`src/rvps_pkg.sv`:
```
// Purpose: shared constants and types of the voltage protection stage
// Assumes: one 40 MHz clock, voltages in steps of 0.01 percent of nominal
// Notes: times are counted in 5 ms steps throughout
`default_nettype none
package rvps_pkg;
	// ----------------------------------------------------------------
	// Timing
	// ----------------------------------------------------------------
	localparam int unsigned CLK_NS      = 25;
	localparam int unsigned STEP_NS     = 5000000;
	localparam int unsigned TICK_CYCLES = (STEP_NS + CLK_NS - 1) / CLK_NS;
	// ----------------------------------------------------------------
	// Register map
	// ----------------------------------------------------------------
	localparam int          AW          = 8;
	localparam logic [7:0]  ADDR_CTRL   = 8'h00;
	localparam logic [7:0]  ADDR_PICKUP = 8'h04;
	localparam logic [7:0]  ADDR_BLOCK  = 8'h08;
	localparam logic [7:0]  ADDR_PULSE  = 8'h0C;
	localparam logic [7:0]  ADDR_DELAY  = 8'h10;
	localparam logic [7:0]  ADDR_STATUS = 8'h14;
	localparam logic [7:0]  ADDR_REMAIN = 8'h18;
	localparam logic [7:0]  ADDR_EXPECT = 8'h1C;
	localparam logic [7:0]  ADDR_RATIO  = 8'h20;
	localparam logic [7:0]  ADDR_PU     = 8'h24;
	// Control fields
	localparam int          CTRL_FORCE  = 0;
	localparam int          CTRL_CHAN   = 2;
	localparam int          CTRL_UNDER  = 4;
	localparam int          CTRL_PERM   = 5;
	localparam logic [5:0]  CTRL_RST    = 6'h00;
	// ----------------------------------------------------------------
	// Settings limits and resets
	// ----------------------------------------------------------------
	localparam logic [13:0] PICKUP_RST  = 14'h07D0;
	localparam logic [13:0] PICKUP_MAX  = 14'h3A98;
	localparam logic [13:0] BLOCK_RST   = 14'h0000;
	localparam logic [13:0] BLOCK_MAX   = 14'h1F40;
	localparam logic [18:0] PULSE_RST   = 19'h00014;
	localparam logic [18:0] DELAY_RST   = 19'h00008;
	localparam logic [18:0] TIME_MAX    = 19'h57E40;
	localparam logic [23:0] HYST_OVER   = 24'h000061;
	localparam logic [23:0] HYST_UNDER  = 24'h000067;
	localparam logic [23:0] PERCENT     = 24'h000064;
	localparam logic [23:0] RATIO_MAX   = 24'h01E848;
	localparam logic [1:0]  RESP_OKAY   = 2'h0;
	localparam logic [1:0]  RESP_SLVERR = 2'h2;
	// ----------------------------------------------------------------
	// Types
	// ----------------------------------------------------------------
	typedef enum logic [1:0] {COND_NORMAL, COND_START, COND_TRIP, COND_BLOCKED} rvps_cond_type;
	typedef enum logic [1:0] {DIV_IDLE, DIV_RATIO, DIV_PU} rvps_div_type;
endpackage : rvps_pkg
`default_nettype wire

```
`src/rvps_div.sv`:
```
// Purpose: restoring divider, one quotient bit per clock
// Assumes: start is ignored while busy
// Notes: a zero divisor gives an all-ones quotient
`default_nettype none
module rvps_div (
	input  wire logic        aclk,
	input  wire logic        aresetn,
	input  wire logic        start,
	input  wire logic [23:0] num,
	input  wire logic [15:0] den,
	output logic             done,
	output logic [23:0]      quo
);
	logic [23:0] quo_q, quo_d;
	logic [15:0] rem_q, rem_d, den_q, den_d;
	logic [4:0]  cnt_q, cnt_d;
	logic        busy_q, busy_d, done_q, done_d;
	logic [17:0] trial;

	always_comb begin
		quo_d  = quo_q;
		rem_d  = rem_q;
		den_d  = den_q;
		cnt_d  = cnt_q;
		busy_d = busy_q;
		done_d = 1'b0;
		trial  = {1'b0, rem_q, quo_q[23]} - {2'b00, den_q};
		if (start && !busy_q) begin
			quo_d  = num;
			rem_d  = 16'h0000;
			den_d  = den;
			cnt_d  = 5'h00;
			busy_d = 1'b1;
		end else if (busy_q) begin
			quo_d = {quo_q[22:0], !trial[17]};
			rem_d = trial[17] ? {rem_q[14:0], quo_q[23]} : trial[15:0];
			cnt_d = cnt_q + 5'h01;
			if (cnt_q == 5'h17) begin
				busy_d = 1'b0;
				done_d = 1'b1;
			end
		end
	end

	always_ff @(posedge aclk) begin
		if (!aresetn) begin
			quo_q  <= 24'h000000;
			rem_q  <= 16'h0000;
			den_q  <= 16'h0000;
			cnt_q  <= 5'h00;
			busy_q <= 1'b0;
			done_q <= 1'b0;
		end else begin
			quo_q  <= quo_d;
			rem_q  <= rem_d;
			den_q  <= den_d;
			cnt_q  <= cnt_d;
			busy_q <= busy_d;
			done_q <= done_d;
		end
	end

	assign done = done_q;
	assign quo  = quo_q;
endmodule : rvps_div
`default_nettype wire

```
`src/rvps_pulse.sv`:
```
// Purpose: trip pulse of a set number of 5 ms steps
// Assumes: load is a one-cycle pulse
// Notes: own step prescaler restarts on load, so length is exact
`default_nettype none
module rvps_pulse #(
	parameter int unsigned TICK_CYCLES = rvps_pkg::TICK_CYCLES
) (
	input  wire logic        aclk,
	input  wire logic        aresetn,
	input  wire logic        load,
	input  wire logic [18:0] len,
	output logic             active
);
	logic [18:0] cnt_q, cnt_d;
	logic [17:0] pre_q, pre_d;
	logic        act_q, act_d;

	always_comb begin
		cnt_d = cnt_q;
		pre_d = pre_q + 18'h00001;
		if (load) begin
			cnt_d = len;
			pre_d = 18'h00000;
		end else if (pre_q == 18'(TICK_CYCLES - 1)) begin
			pre_d = 18'h00000;
			if (cnt_q != 19'h00000) begin
				cnt_d = cnt_q - 19'h00001;
			end
		end
		act_d = (cnt_d != 19'h00000);
	end

	always_ff @(posedge aclk) begin
		if (!aresetn) begin
			cnt_q <= 19'h00000;
			pre_q <= 18'h00000;
			act_q <= 1'b0;
		end else begin
			cnt_q <= cnt_d;
			pre_q <= pre_d;
			act_q <= act_d;
		end
	end

	assign active = act_q;
endmodule : rvps_pulse
`default_nettype wire

```
`src/rvps_stage.sv`:
```
// Purpose: one over/undervoltage protection stage with AXI4-Lite settings
// Assumes: rms inputs in 0.01 %Un steps; meas_valid pulses once per update
// Notes: operating delay is definite time only
//
// How it works
// - Software may force status start, trip or blocked when permitted.
// - One of four voltage channels is monitored, first channel by default.
// - Force and channel selectors sit in a static control register.
// - Overvoltage releases only below 97 percent of pick-up level.
// - Undervoltage releases only above 103 percent of pick-up level.
// - Mode bit picks up above level (over, default) or below (under).
// - Pick-up level up to 150 percent in 0.01 percent steps, default 20.
// - Block level up to 80 percent, under mode only, zero disables it.
// - Below block level tripping is held off until all channels reach pick-up.
// - Trip fires a pulse of up to 1800 s in 5 ms steps, default 100 ms.
// - Group settings apply at once while the stage runs.
// - Block level is advised in under mode against dead-network trips.
// - Condition readback shows normal, start, trip or blocked.
// - Remaining time to trip is readable in 5 ms steps.
// - Expected operating time is readable.
// - Ratio of voltage to pick-up level readable in 0.01 steps, to 1250.
// - Measured voltage readable in per unit, 0.01 steps.
// - Only RMS values are compared, refreshed each 5 ms.
// - Blocking input at pick-up gives blocked; an active start is dropped.
//
// Local design decisions: the register addresses and the AXI4-Lite slave port.
`default_nettype none
module rvps_stage #(
	parameter int unsigned TICK_CYCLES = rvps_pkg::TICK_CYCLES
) (
	input  wire logic                    aclk,
	input  wire logic                    aresetn,
	input  wire logic [rvps_pkg::AW-1:0] s_axi_awaddr,
	input  wire logic                    s_axi_awvalid,
	output logic                         s_axi_awready,
	input  wire logic [31:0]             s_axi_wdata,
	input  wire logic [3:0]              s_axi_wstrb,
	input  wire logic                    s_axi_wvalid,
	output logic                         s_axi_wready,
	output logic [1:0]                   s_axi_bresp,
	output logic                         s_axi_bvalid,
	input  wire logic                    s_axi_bready,
	input  wire logic [rvps_pkg::AW-1:0] s_axi_araddr,
	input  wire logic                    s_axi_arvalid,
	output logic                         s_axi_arready,
	output logic [31:0]                  s_axi_rdata,
	output logic [1:0]                   s_axi_rresp,
	output logic                         s_axi_rvalid,
	input  wire logic                    s_axi_rready,
	input  wire logic [15:0]             rms_0,
	input  wire logic [15:0]             rms_1,
	input  wire logic [15:0]             rms_2,
	input  wire logic [15:0]             rms_3,
	input  wire logic                    meas_valid,
	input  wire logic                    block_in,
	output logic                         start_out,
	output logic                         trip_out,
	output logic                         blocked_out,
	output logic                         trip_pulse_out
);
	import rvps_pkg::*;

	// ----------------------------------------------------------------
	// Declarations
	// ----------------------------------------------------------------
	logic [5:0]    ctrl_q, ctrl_d;
	logic [13:0]   pick_q, pick_d, blk_q, blk_d;
	logic [18:0]   pulse_q, pulse_d, delay_q, delay_d, remain_q, remain_d;
	logic          bvalid_q, bvalid_d, rvalid_q, rvalid_d;
	logic [1:0]    bresp_q, bresp_d, rresp_q, rresp_d;
	logic [31:0]   rdata_q, rdata_d;
	logic          wr_go, rd_go;
	rvps_cond_type st_q, st_d, eff, eff_q;
	logic          picked_q, picked_d, uvblk_q, uvblk_d, pick_raw;
	logic [17:0]   tick_q, tick_d;
	logic          tick, forcing, under;
	logic [15:0]   v;
	logic [23:0]   v100, p97, p103;
	logic          all_up;
	rvps_div_type  dst_q, dst_d;
	logic [15:0]   vlat_q, vlat_d, pu_q, pu_d;
	logic [23:0]   ratio_q, ratio_d, div_num, div_quo;
	logic [15:0]   div_den;
	logic          div_start, div_done, pulse_act;

	function automatic logic [31:0] rvps_merge(input logic [31:0] old, input logic [31:0] nw,
		input logic [3:0] be);
		logic [31:0] r;
		r = old;
		for (int i = 0; i < 4; i++) begin
			if (be[i]) begin
				r[8*i +: 8] = nw[8*i +: 8];
			end
		end
		return r;
	endfunction : rvps_merge

	function automatic logic [18:0] rvps_clamp(input logic [31:0] x, input logic [18:0] mx);
		return (x > {13'h0000, mx}) ? mx : x[18:0];
	endfunction : rvps_clamp

	// ----------------------------------------------------------------
	// AXI4-Lite slave
	// ----------------------------------------------------------------
	// Address and data are taken together; no skid buffer is needed then
	assign wr_go         = s_axi_awvalid && s_axi_wvalid && !bvalid_q;
	assign rd_go         = s_axi_arvalid && !rvalid_q;
	assign s_axi_awready = wr_go;
	assign s_axi_wready  = wr_go;
	assign s_axi_arready = rd_go;

	always_comb begin
		logic [31:0] wv;
		wv       = 32'h00000000;
		ctrl_d   = ctrl_q;
		pick_d   = pick_q;
		blk_d    = blk_q;
		pulse_d  = pulse_q;
		delay_d  = delay_q;
		bvalid_d = bvalid_q && !s_axi_bready;
		bresp_d  = bresp_q;
		if (wr_go) begin
			bvalid_d = 1'b1;
			bresp_d  = RESP_OKAY;
			case (s_axi_awaddr)
				ADDR_CTRL: begin
					wv     = rvps_merge({26'h0000000, ctrl_q}, s_axi_wdata, s_axi_wstrb);
					ctrl_d = wv[5:0];
				end
				ADDR_PICKUP: begin
					wv     = rvps_merge({18'h00000, pick_q}, s_axi_wdata, s_axi_wstrb);
					pick_d = 14'(rvps_clamp(wv, {5'h00, PICKUP_MAX}));
				end
				ADDR_BLOCK: begin
					wv    = rvps_merge({18'h00000, blk_q}, s_axi_wdata, s_axi_wstrb);
					blk_d = 14'(rvps_clamp(wv, {5'h00, BLOCK_MAX}));
				end
				ADDR_PULSE: begin
					wv      = rvps_merge({13'h0000, pulse_q}, s_axi_wdata, s_axi_wstrb);
					pulse_d = rvps_clamp(wv, TIME_MAX);
				end
				ADDR_DELAY: begin
					wv      = rvps_merge({13'h0000, delay_q}, s_axi_wdata, s_axi_wstrb);
					delay_d = rvps_clamp(wv, TIME_MAX);
				end
				default: bresp_d = RESP_SLVERR;
			endcase
		end
	end

	always_comb begin
		rvalid_d = rvalid_q && !s_axi_rready;
		rdata_d  = rdata_q;
		rresp_d  = rresp_q;
		if (rd_go) begin
			rvalid_d = 1'b1;
			rresp_d  = RESP_OKAY;
			rdata_d  = 32'h00000000;
			case (s_axi_araddr)
				ADDR_CTRL:   rdata_d = {26'h0000000, ctrl_q};
				ADDR_PICKUP: rdata_d = {18'h00000, pick_q};
				ADDR_BLOCK:  rdata_d = {18'h00000, blk_q};
				ADDR_PULSE:  rdata_d = {13'h0000, pulse_q};
				ADDR_DELAY:  rdata_d = {13'h0000, delay_q};
				ADDR_STATUS: rdata_d = {27'h0000000, pulse_act, picked_q, uvblk_q, eff_q};
				ADDR_REMAIN: rdata_d = {13'h0000, remain_q};
				ADDR_EXPECT: rdata_d = {13'h0000, delay_q};
				ADDR_RATIO:  rdata_d = {8'h00, ratio_q};
				ADDR_PU:     rdata_d = {16'h0000, pu_q};
				default:     rresp_d = RESP_SLVERR;
			endcase
		end
	end

	assign s_axi_bvalid = bvalid_q;
	assign s_axi_bresp  = bresp_q;
	assign s_axi_rvalid = rvalid_q;
	assign s_axi_rresp  = rresp_q;
	assign s_axi_rdata  = rdata_q;

	// ----------------------------------------------------------------
	// Comparisons
	// ----------------------------------------------------------------
	assign under   = ctrl_q[CTRL_UNDER];
	assign forcing = ctrl_q[CTRL_PERM] && ctrl_q[CTRL_FORCE +: 2] != 2'h0;

	always_comb begin
		case (ctrl_q[CTRL_CHAN +: 2])
			2'h0:    v = rms_0;
			2'h1:    v = rms_1;
			2'h2:    v = rms_2;
			default: v = rms_3;
		endcase
	end

	assign v100   = 24'(v) * PERCENT;
	assign p97    = 24'(pick_q) * HYST_OVER;
	assign p103   = 24'(pick_q) * HYST_UNDER;
	assign all_up = rms_0 >= 16'(pick_q) && rms_1 >= 16'(pick_q)
		&& rms_2 >= 16'(pick_q) && rms_3 >= 16'(pick_q);

	always_comb begin
		if (under) begin
			pick_raw = picked_q ? (v100 <= p103) : (v < 16'(pick_q));
		end else begin
			pick_raw = picked_q ? (v100 >= p97) : (v > 16'(pick_q));
		end
	end

	// ----------------------------------------------------------------
	// Stage state
	// ----------------------------------------------------------------
	assign tick = tick_q == 18'(TICK_CYCLES - 1);

	always_comb begin
		st_d     = st_q;
		picked_d = picked_q;
		uvblk_d  = uvblk_q;
		remain_d = remain_q;
		tick_d   = tick ? 18'h00000 : tick_q + 18'h00001;
		if (!under || blk_q == 14'h0000) begin
			uvblk_d = 1'b0;
		end else if (meas_valid && v < 16'(blk_q)) begin
			uvblk_d = 1'b1;
		end else if (meas_valid && all_up) begin
			uvblk_d = 1'b0;
		end
		if (meas_valid) begin
			picked_d = pick_raw;
			case (st_q)
				COND_NORMAL: begin
					if (pick_raw) begin
						st_d     = block_in ? COND_BLOCKED : COND_START;
						remain_d = delay_q;
						tick_d   = 18'h00000;
					end
				end
				COND_BLOCKED: begin
					if (!pick_raw) begin
						st_d = COND_NORMAL;
					end else if (!block_in) begin
						st_d     = COND_START;
						remain_d = delay_q;
						tick_d   = 18'h00000;
					end
				end
				COND_START, COND_TRIP: begin
					if (!pick_raw) begin
						st_d = COND_NORMAL;
					end else if (block_in) begin
						st_d = COND_BLOCKED;
					end
				end
				default: st_d = COND_NORMAL;
			endcase
		end
		// Countdown pauses while the dead-network block holds; it also runs in update
		// cycles, since updates and steps share one period and would otherwise collide
		if (st_q == COND_START && st_d == COND_START && !uvblk_q) begin
			if (remain_q == 19'h00000) begin
				st_d = COND_TRIP;
			end else if (tick) begin
				remain_d = remain_q - 19'h00001;
			end
		end
		if (st_d != COND_START) begin
			remain_d = 19'h00000;
		end
	end

	always_comb begin
		eff = forcing ? rvps_cond_type'(ctrl_q[CTRL_FORCE +: 2]) : st_q;
	end

	assign start_out   = eff_q == COND_START || eff_q == COND_TRIP;
	assign trip_out    = eff_q == COND_TRIP;
	assign blocked_out = eff_q == COND_BLOCKED;

	rvps_pulse #(
		.TICK_CYCLES(TICK_CYCLES)
	) u_pulse (
		.aclk    (aclk),
		.aresetn (aresetn),
		.load    (eff == COND_TRIP && eff_q != COND_TRIP),
		.len     (pulse_q),
		.active  (pulse_act)
	);
	assign trip_pulse_out = pulse_act;

	// ----------------------------------------------------------------
	// Ratio and per-unit readback
	// ----------------------------------------------------------------
	always_comb begin
		dst_d     = dst_q;
		vlat_d    = vlat_q;
		ratio_d   = ratio_q;
		pu_d      = pu_q;
		div_start = 1'b0;
		div_num   = 24'(vlat_q);
		div_den   = 16'(PERCENT);
		case (dst_q)
			DIV_IDLE: begin
				div_num = v100;
				div_den = 16'(pick_q);
				if (meas_valid) begin
					vlat_d    = v;
					div_start = 1'b1;
					dst_d     = DIV_RATIO;
				end
			end
			DIV_RATIO: begin
				if (div_done) begin
					ratio_d   = (div_quo > RATIO_MAX) ? RATIO_MAX : div_quo;
					div_start = 1'b1;
					dst_d     = DIV_PU;
				end
			end
			DIV_PU: begin
				if (div_done) begin
					pu_d  = div_quo[15:0];
					dst_d = DIV_IDLE;
				end
			end
			default: dst_d = DIV_IDLE;
		endcase
	end

	rvps_div u_div (
		.aclk    (aclk),
		.aresetn (aresetn),
		.start   (div_start),
		.num     (div_num),
		.den     (div_den),
		.done    (div_done),
		.quo     (div_quo)
	);

	// ----------------------------------------------------------------
	// Registers
	// ----------------------------------------------------------------
	always_ff @(posedge aclk) begin
		if (!aresetn) begin
			ctrl_q   <= CTRL_RST;
			pick_q   <= PICKUP_RST;
			blk_q    <= BLOCK_RST;
			pulse_q  <= PULSE_RST;
			delay_q  <= DELAY_RST;
			bvalid_q <= 1'b0;
			bresp_q  <= RESP_OKAY;
			rvalid_q <= 1'b0;
			rresp_q  <= RESP_OKAY;
			rdata_q  <= 32'h00000000;
			st_q     <= COND_NORMAL;
			eff_q    <= COND_NORMAL;
			picked_q <= 1'b0;
			uvblk_q  <= 1'b0;
			remain_q <= 19'h00000;
			tick_q   <= 18'h00000;
			dst_q    <= DIV_IDLE;
			vlat_q   <= 16'h0000;
			ratio_q  <= 24'h000000;
			pu_q     <= 16'h0000;
		end else begin
			ctrl_q   <= ctrl_d;
			pick_q   <= pick_d;
			blk_q    <= blk_d;
			pulse_q  <= pulse_d;
			delay_q  <= delay_d;
			bvalid_q <= bvalid_d;
			bresp_q  <= bresp_d;
			rvalid_q <= rvalid_d;
			rresp_q  <= rresp_d;
			rdata_q  <= rdata_d;
			st_q     <= st_d;
			eff_q    <= eff;
			picked_q <= picked_d;
			uvblk_q  <= uvblk_d;
			remain_q <= remain_d;
			tick_q   <= tick_d;
			dst_q    <= dst_d;
			vlat_q   <= vlat_d;
			ratio_q  <= ratio_d;
			pu_q     <= pu_d;
		end
	end
endmodule : rvps_stage
`default_nettype wire

```
`config.mk`:
```
export PLATFORM = sky130hd
export DESIGN_NAME = rvps_stage
export DESIGN_NICKNAME = d
export VERILOG_FILES = /design/src/rvps_pkg.sv /design/src/rvps_div.sv /design/src/rvps_pulse.sv /design/src/rvps_stage.sv
export SDC_FILE = /design/constraint.sdc
export NUM_CORES = 1
export LEC_CHECK = 0
export BUFFER_PORTS_ARGS = -buffer_cell sky130_fd_sc_hd__clkbuf_2
export CORE_UTILIZATION = 45
export DETAILED_ROUTE_END_ITERATION = 10
export GPL_TIMING_DRIVEN = 0
export PLACE_DENSITY = 0.61
export SKIP_CTS_REPAIR_TIMING = 1
export SLEW_MARGIN = 20
export SYNTH_ARGS = -nofsm -noshare
export SYNTH_HDL_FRONTEND = slang
export SYNTH_SLANG_ARGS = --single-unit
export TNS_END_PERCENT = 20
```
`constraint.sdc`:
```
create_clock -name aclk -period 7.9 [get_ports aclk]
set_input_delay 1.58 -clock aclk [delete_from_list [all_inputs] [get_ports aclk]]
set_output_delay 1.58 -clock aclk [all_outputs]
set_load 0.05 [all_outputs]
```
After elaboration in Yosys (flattened, before gate mapping):

Index checks and enable logic that the tools add are counted.

* latch bits: 0
* bits in registers: 312
* output and inout bits: 45
* bits in read-only memories: 0
* logic and storage cells: 246
* RAM bits: 0
* memories: 0

* shifts and indexed selects: 0
* order comparisons: 14
* div/mod/pow operators: 0
* multiply operators: 3
* add/subtract/negate cells: 6
* reduce and logical (&&, ||, !) cells: 55
* bitwise logic cells: 2
* mux-type cells: 104
* equal/unequal tests: 33

Operator list (count)
* $mux W8: 44
* $mux W19: 12
* $pmux W24 S9: 1
* $mux W18: 5
* $mux W24: 3
* $ge A16 B14 Y1: 4
* $gt A32 B19 Y1 const B: 2
* $pmux W16 S3: 1
* $mul A14 B7 Y21 const B: 2
* $mux W14: 3
* $eq A8 B5 Y1 const B: 5
* $pmux W19 S2: 1
* $reduce_bool A19 Y1: 2
* $sub A19 B1 Y19 const B: 2
* $add A18 B1 Y18 const B: 2
* $eq A18 B18 Y1 const B: 2
* $pmux W18 S2: 1
* $eq A8 B4 Y1 const B: 4
* $gt A32 B13 Y1 const B: 1
* $gt A32 B14 Y1 const B: 1
* $lt A16 B14 Y1: 2
* $mux W2: 15
* $gt A24 B17 Y1 const B: 1
* $ge A23 B21 Y1: 1
* other kinds (32): 100

Logic depth before layout (Yosys ltp):

* depth after elaboration: 15
* mapped depth: 31
* gate-level depth less buffers: 28

Cells and area by module:

A second synthesis with hierarchy kept.

* cell total of the unflattened synthesis: 2901
* area total of the unflattened synthesis: 23493.8 um^2

By module, submodules not included
* rvps_stage: area an instance 17590.6 um^2, times used 1, cells an instance 2171
* rvps_div: area an instance 3634.7 um^2, times used 1, cells an instance 450
* rvps_pulse: area an instance 2268.4 um^2, times used 1, cells an instance 280

Worst setup path after synthesis:

Ideal clock, no wire load.

* kind: input -> register
* start point: input port rms_3[2]
* end point: register remain_q[2]
* required time: 7821 ps
* cell stages on the path: 26
* data arrival time: 7286 ps
* setup slack: 535 ps
* path buffers: 0
* setup time: 79 ps
* cell sequence: mux4_2 -> ha_1 -> ha_1 -> inv_1 -> fa_1 -> inv_1 -> ha_1 -> a211oi_1 -> nor2_1 -> o21a_1 -> o21ai_0 -> nand2b_1 -> a21oi_1 -> xnor2_1 -> ha_1 -> nand2_1 -> nor2_1 -> a21boi_1 -> a211o_1 -> maj3_1 -> a21oi_2 -> o31ai_1 -> and2_1 -> a311o_1 -> or4_4 -> a211oi_2

* cells in the longest elaborated chain, start to end: 14
* elaborated cells on any way between the ends: 28
* classes of those cells: 1 x mul; 4 x order compare; 2 x eq/ne; 18 x mux; 3 x reduce/logical

RTL lines
* from (decl): line rvps_stage.sv:53 `input wire logic [15:0] rms_3,`
* $pmux W16 S3 (*): line rvps_stage.sv:188 `case (ctrl_q[CTRL_CHAN +: 2])`
* $mul A16 B5 Y21: line rvps_stage.sv:196 `assign v100 = 24'(v) * PERCENT;`
* $ge A23 B21 Y1 or $le A23 B21 Y1 (tied branches): line rvps_stage.sv:206, rvps_stage.sv:204
* $mux W1 (on tied branches): line rvps_stage.sv:206, rvps_stage.sv:204
* $mux W1 (*): line rvps_stage.sv:203 `if (under) begin`
* $mux W2 (on tied branches): line rvps_stage.sv:248, rvps_stage.sv:232, rvps_stage.sv:239
* $pmux W2 S3: line rvps_stage.sv:230 `case (st_q)`
* $mux W2: line rvps_stage.sv:228 `if (meas_valid) begin`
* $eq A2 B1 Y1: line rvps_stage.sv:259 `if (st_q == COND_START && st_d == COND_START && !uvblk_q) begin`
* $logic_and A1 B1 Y1 (2 in series): line rvps_stage.sv:259
* $mux W2: line rvps_stage.sv:259
* $ne A2 B1 Y1: line rvps_stage.sv:266 `if (st_d != COND_START) begin`
* $reduce_or A2 Y1 (no line)
* to (signal assigned): line rvps_stage.sv:378 `remain_q <= remain_d;`
* to (decl): line rvps_stage.sv:68 `logic [18:0] pulse_q, pulse_d, delay_q, delay_d, remain_q, remain_d;`

Every way passes the cells marked *; elsewhere a longest branch is shown, timed or not.
A chain may end at the register's enable or synchronous reset.

Final worst setup path:

* start point: input port rms_3[0]
* end point: register remain_q[6]

* cells in the longest elaborated chain, start to end: 14
* elaborated cells on any way between the ends: 28
* classes of those cells: 1 x mul; 4 x order compare; 2 x eq/ne; 18 x mux; 3 x reduce/logical

RTL lines
* $pmux W16 S3 (*): line rvps_stage.sv:188
* via v[0]: line rvps_stage.sv:77 `logic [15:0] v;`
* $mul A16 B5 Y21: line rvps_stage.sv:196
* $ge A23 B21 Y1 or $le A23 B21 Y1 (tied branches): line rvps_stage.sv:206, rvps_stage.sv:204
* $mux W1 (on tied branches): line rvps_stage.sv:206, rvps_stage.sv:204
* $mux W1 (*): line rvps_stage.sv:203
* $mux W2 (on tied branches): line rvps_stage.sv:248, rvps_stage.sv:232, rvps_stage.sv:239
* $pmux W2 S3: line rvps_stage.sv:230
* $mux W2: line rvps_stage.sv:228
* $eq A2 B1 Y1: line rvps_stage.sv:259
* $logic_and A1 B1 Y1 (2 in series): line rvps_stage.sv:259
* $mux W2: line rvps_stage.sv:259
* $ne A2 B1 Y1: line rvps_stage.sv:266
* $reduce_or A2 Y1 (no line)

The timed path passes the listed nets; every way through them passes the cells marked *.

==> metrics <==
ANT cells 0; Final Power 4820 uW; Final HPWL DP 60.5 mm; status completed; Post-Syn Area per Cell 8.57 um^2; DR pass1 iterations 9; first-pass GRT wire length around 120 mm; clk_lat worst skew 0.55 ns; Leakage 0.0111 uW; 1st-iter DRT viols 2362; post-synth top area share 27.0%; number of distinct library cells after synthesis about 90; Worst-path clk slew 0.06 ns; crit end category register; clock buffer count from CTS 35; Max FO, Critical Path 8; Max Buffers Root-to-Sink 3; Cell Count, Final, Fillers Out 3500; RePlAce Congestion 0.967; min-delay src s_axi_rdata[14]; Crit Reg-Reg Startpoint ctrl_q[3]; share of flip-flops with an asynchronous set or reset 0%; number of synthesized register bits 300; WL per Instance 22.3 um; # port buffers 156; Crit Path Category in2reg; Ports 170; H-tree levels 2; RSZ-0062 raised after global routing no; clock skew after layout 0.0439 ns; Slew headroom 29.3%; CTS Sinks 300; final hold vios 0; Syn Std Cell Area 22300 um^2; Critical Path Start Type input pin; largest net degree at the start of global routing 15; worst vdd ir 0.156 mV; Final setup viols 0; ranking of synthesized cells by area dfxtp_1, ha_1, fa_1; Tcrit/Tclk final 97.4%; Area Growth Syn to Fin 14.3%; Final Core Density 52.1%; Post-DRT Antenna Nets 0; via count 21271; dpl ws -1.24 ns; Fmax 130 MHz; num rows 81; initial antenna violation count 0; yosys warns 0; # nets final 3274; Routed WL 78.0 mm; Placed Instances 3427; Initial Util between 40% and 50%; number of synthesized flops with an enable pin 0; Die H 224 um; Vias/cell 6.08; Synth area leader dfxtp_1; Tmin final a little under 8 ns; Congestion Overflow GR 0; Worst-Margin Slew 1.05 ns; Worst setup startpoint rms_3[0]; fin. max-slew vios 0; Synth Instances 2596; number of global-route vias before repair 20295; critical path required time around 8.3 ns; Max Cap Viol 0; Chip Width 224 um; CTS tree built; Root Buffer clkbuf_16; fin worst setup slack 0.205 ns; ys flop type dfxtp_1; setup_tns 0 ns; Tot GR Track Use 30.4%; PD cells 189 nW/um^2; sequential area share after synthesis a little over a quarter; CP arrival 8.13 ns; core footprint 48800 um^2; worst hold-check path type reg2reg; Die ar. a little over 50000 um^2; DRC 0; layout cells sized above 1 between 10% and 20%
## where the power goes
part / switching, uW / internal, uW / total, uW
sequential: 64.8 / 1570 / 1640
clock: 669 / 1040 / 1710
combinational: 911 / 561 / 1470
## critical path, cell delays in order
cell      delay (ns)
clkbuf_2        0.10
mux4_2          0.67
ha_1            0.28
ha_1            0.28
ha_1            0.32
fa_1            0.49
a211oi_1        0.25
nor2_1          0.11
o21a_1          0.19
o21ai_0         0.20
nand2b_1        0.09
a21oi_1         0.24
xnor2_2         0.23
ha_1            0.32
nand2_1         0.07
nor2_1          0.06
a21boi_1        0.12
a211o_1         0.28
maj3_1          0.40
a21oi_4         0.23
o31ai_4         0.15
and2_1          0.25
a311o_2         0.49
or4_4           0.55
a211oi_2        0.17
## state kept, by name, summed over array words and instances, names as in the netlist, 16 cells and up
signal	count
u_div.quo	24
vlat_q	16
remain_q	19
pu_q	16
u_div.rem_q	16
tick_q	18
delay_q	19
s_axi_rdata	24
pulse_q	19
u_pulse.pre_q	18
u_pulse.cnt_q	19
ratio_q	24
## metal layers
metal / global-route usage (%) / share of wire (%) / routed length (um) / vias to the layer above
met5: 0 / 0 / 0 / -
met2: 48.6 / 45 / 34900 / 881
met3: 5.26 / 7.7 / 5980 / 210
li1: - / - / - / 9921
met4: 13.4 / 4.7 / 3630 / 0
met1: 40.2 / 43 / 33500 / 10259
## cells in the mapped netlist (27+ instances only)
master	number
dfxtp_1	300
ha_1	288
nor2_1	238
inv_1	196
nand2_1	194
a21oi_1	144
o21ai_0	112
clkbuf_1	94
a22oi_1	78
a21o_1	66
xnor2_1	63
nand3_1	58
xor2_1	50
fa_1	48
nor3_1	47
nor4_1	38
a222oi_1	36
o22ai_1	31
and3_1	27
nand2b_1	27
## layout make-up
class	instances	area [um^2]
inverters	197	743
well taps	664	831
multi-input cells	1991	15200
clock buffers	48	1030
plain buffers	114	492
clock inverters	12	181
flip-flops and latches	300	6020
repair buffers	174	913
fillers	4688	23400
## stage by stage
stage / area [um^2] / hold WS [ns]
floorplan: 22300 / 0.426
global placement: 23900 / 0.437
detailed placement: 23900 / 0.442
CTS: 25200 / 0.455
global route: 25400 / 0.471
finish: 25400 / 0.451
## worst paths after layout
check	end	slack [ns]	depth (start not counted)
setup / recovery	remain_q[6]	0.20	25
hold reg to reg	s_axi_rdata[14]	0.45	1
setup reg to reg	remain_q[6]	0.26	27
hold / removal	s_axi_rdata[14]	0.45	1
## placed cells by master, fill, tap and decap left out, types with 22 or more instances in the layout
cell type  netlist  final
dfxtp_1        300    289
ha_1           288    287
nor2_1         238    238
inv_1          196    195
nand2_1        194    194
clkbuf_2         1    160
a21oi_1        144    144
o21ai_0        112    112
clkbuf_1        94     91
a22oi_1         78     78
a21o_1          66     66
xnor2_1         63     59
nand3_1         58     57
xor2_1          50     50
fa_1            48     48
nor3_1          47     46
a222oi_1        36     36
clkbuf_16        0     36
nor4_1          38     34
o22ai_1         31     31
buf_4           12     29
nand2b_1        27     27
and3_1          27     27
a31oi_1         25     25
mux2i_1         24     24
and2_1          22     22
or3_1           22     22
## cell families (layout without fill, tap and decap cells)
logic type / after synthesis / in the layout / share of synthesized area (%)
flops: 300 / 300 / 27.0
compound gates: 697 / 697 / 22.0
mux: 55 / 55 / 3.46
buf+inv: 314 / 545 / 5.54
simple gates: 776 / 776 / 16.8
other cells: 1 / 10 / 0.0169
xor+xnor: 115 / 115 / 4.59
fa+ha+maj: 338 / 338 / 20.6
Note: power is estimated with default switching activity, not from simulation.
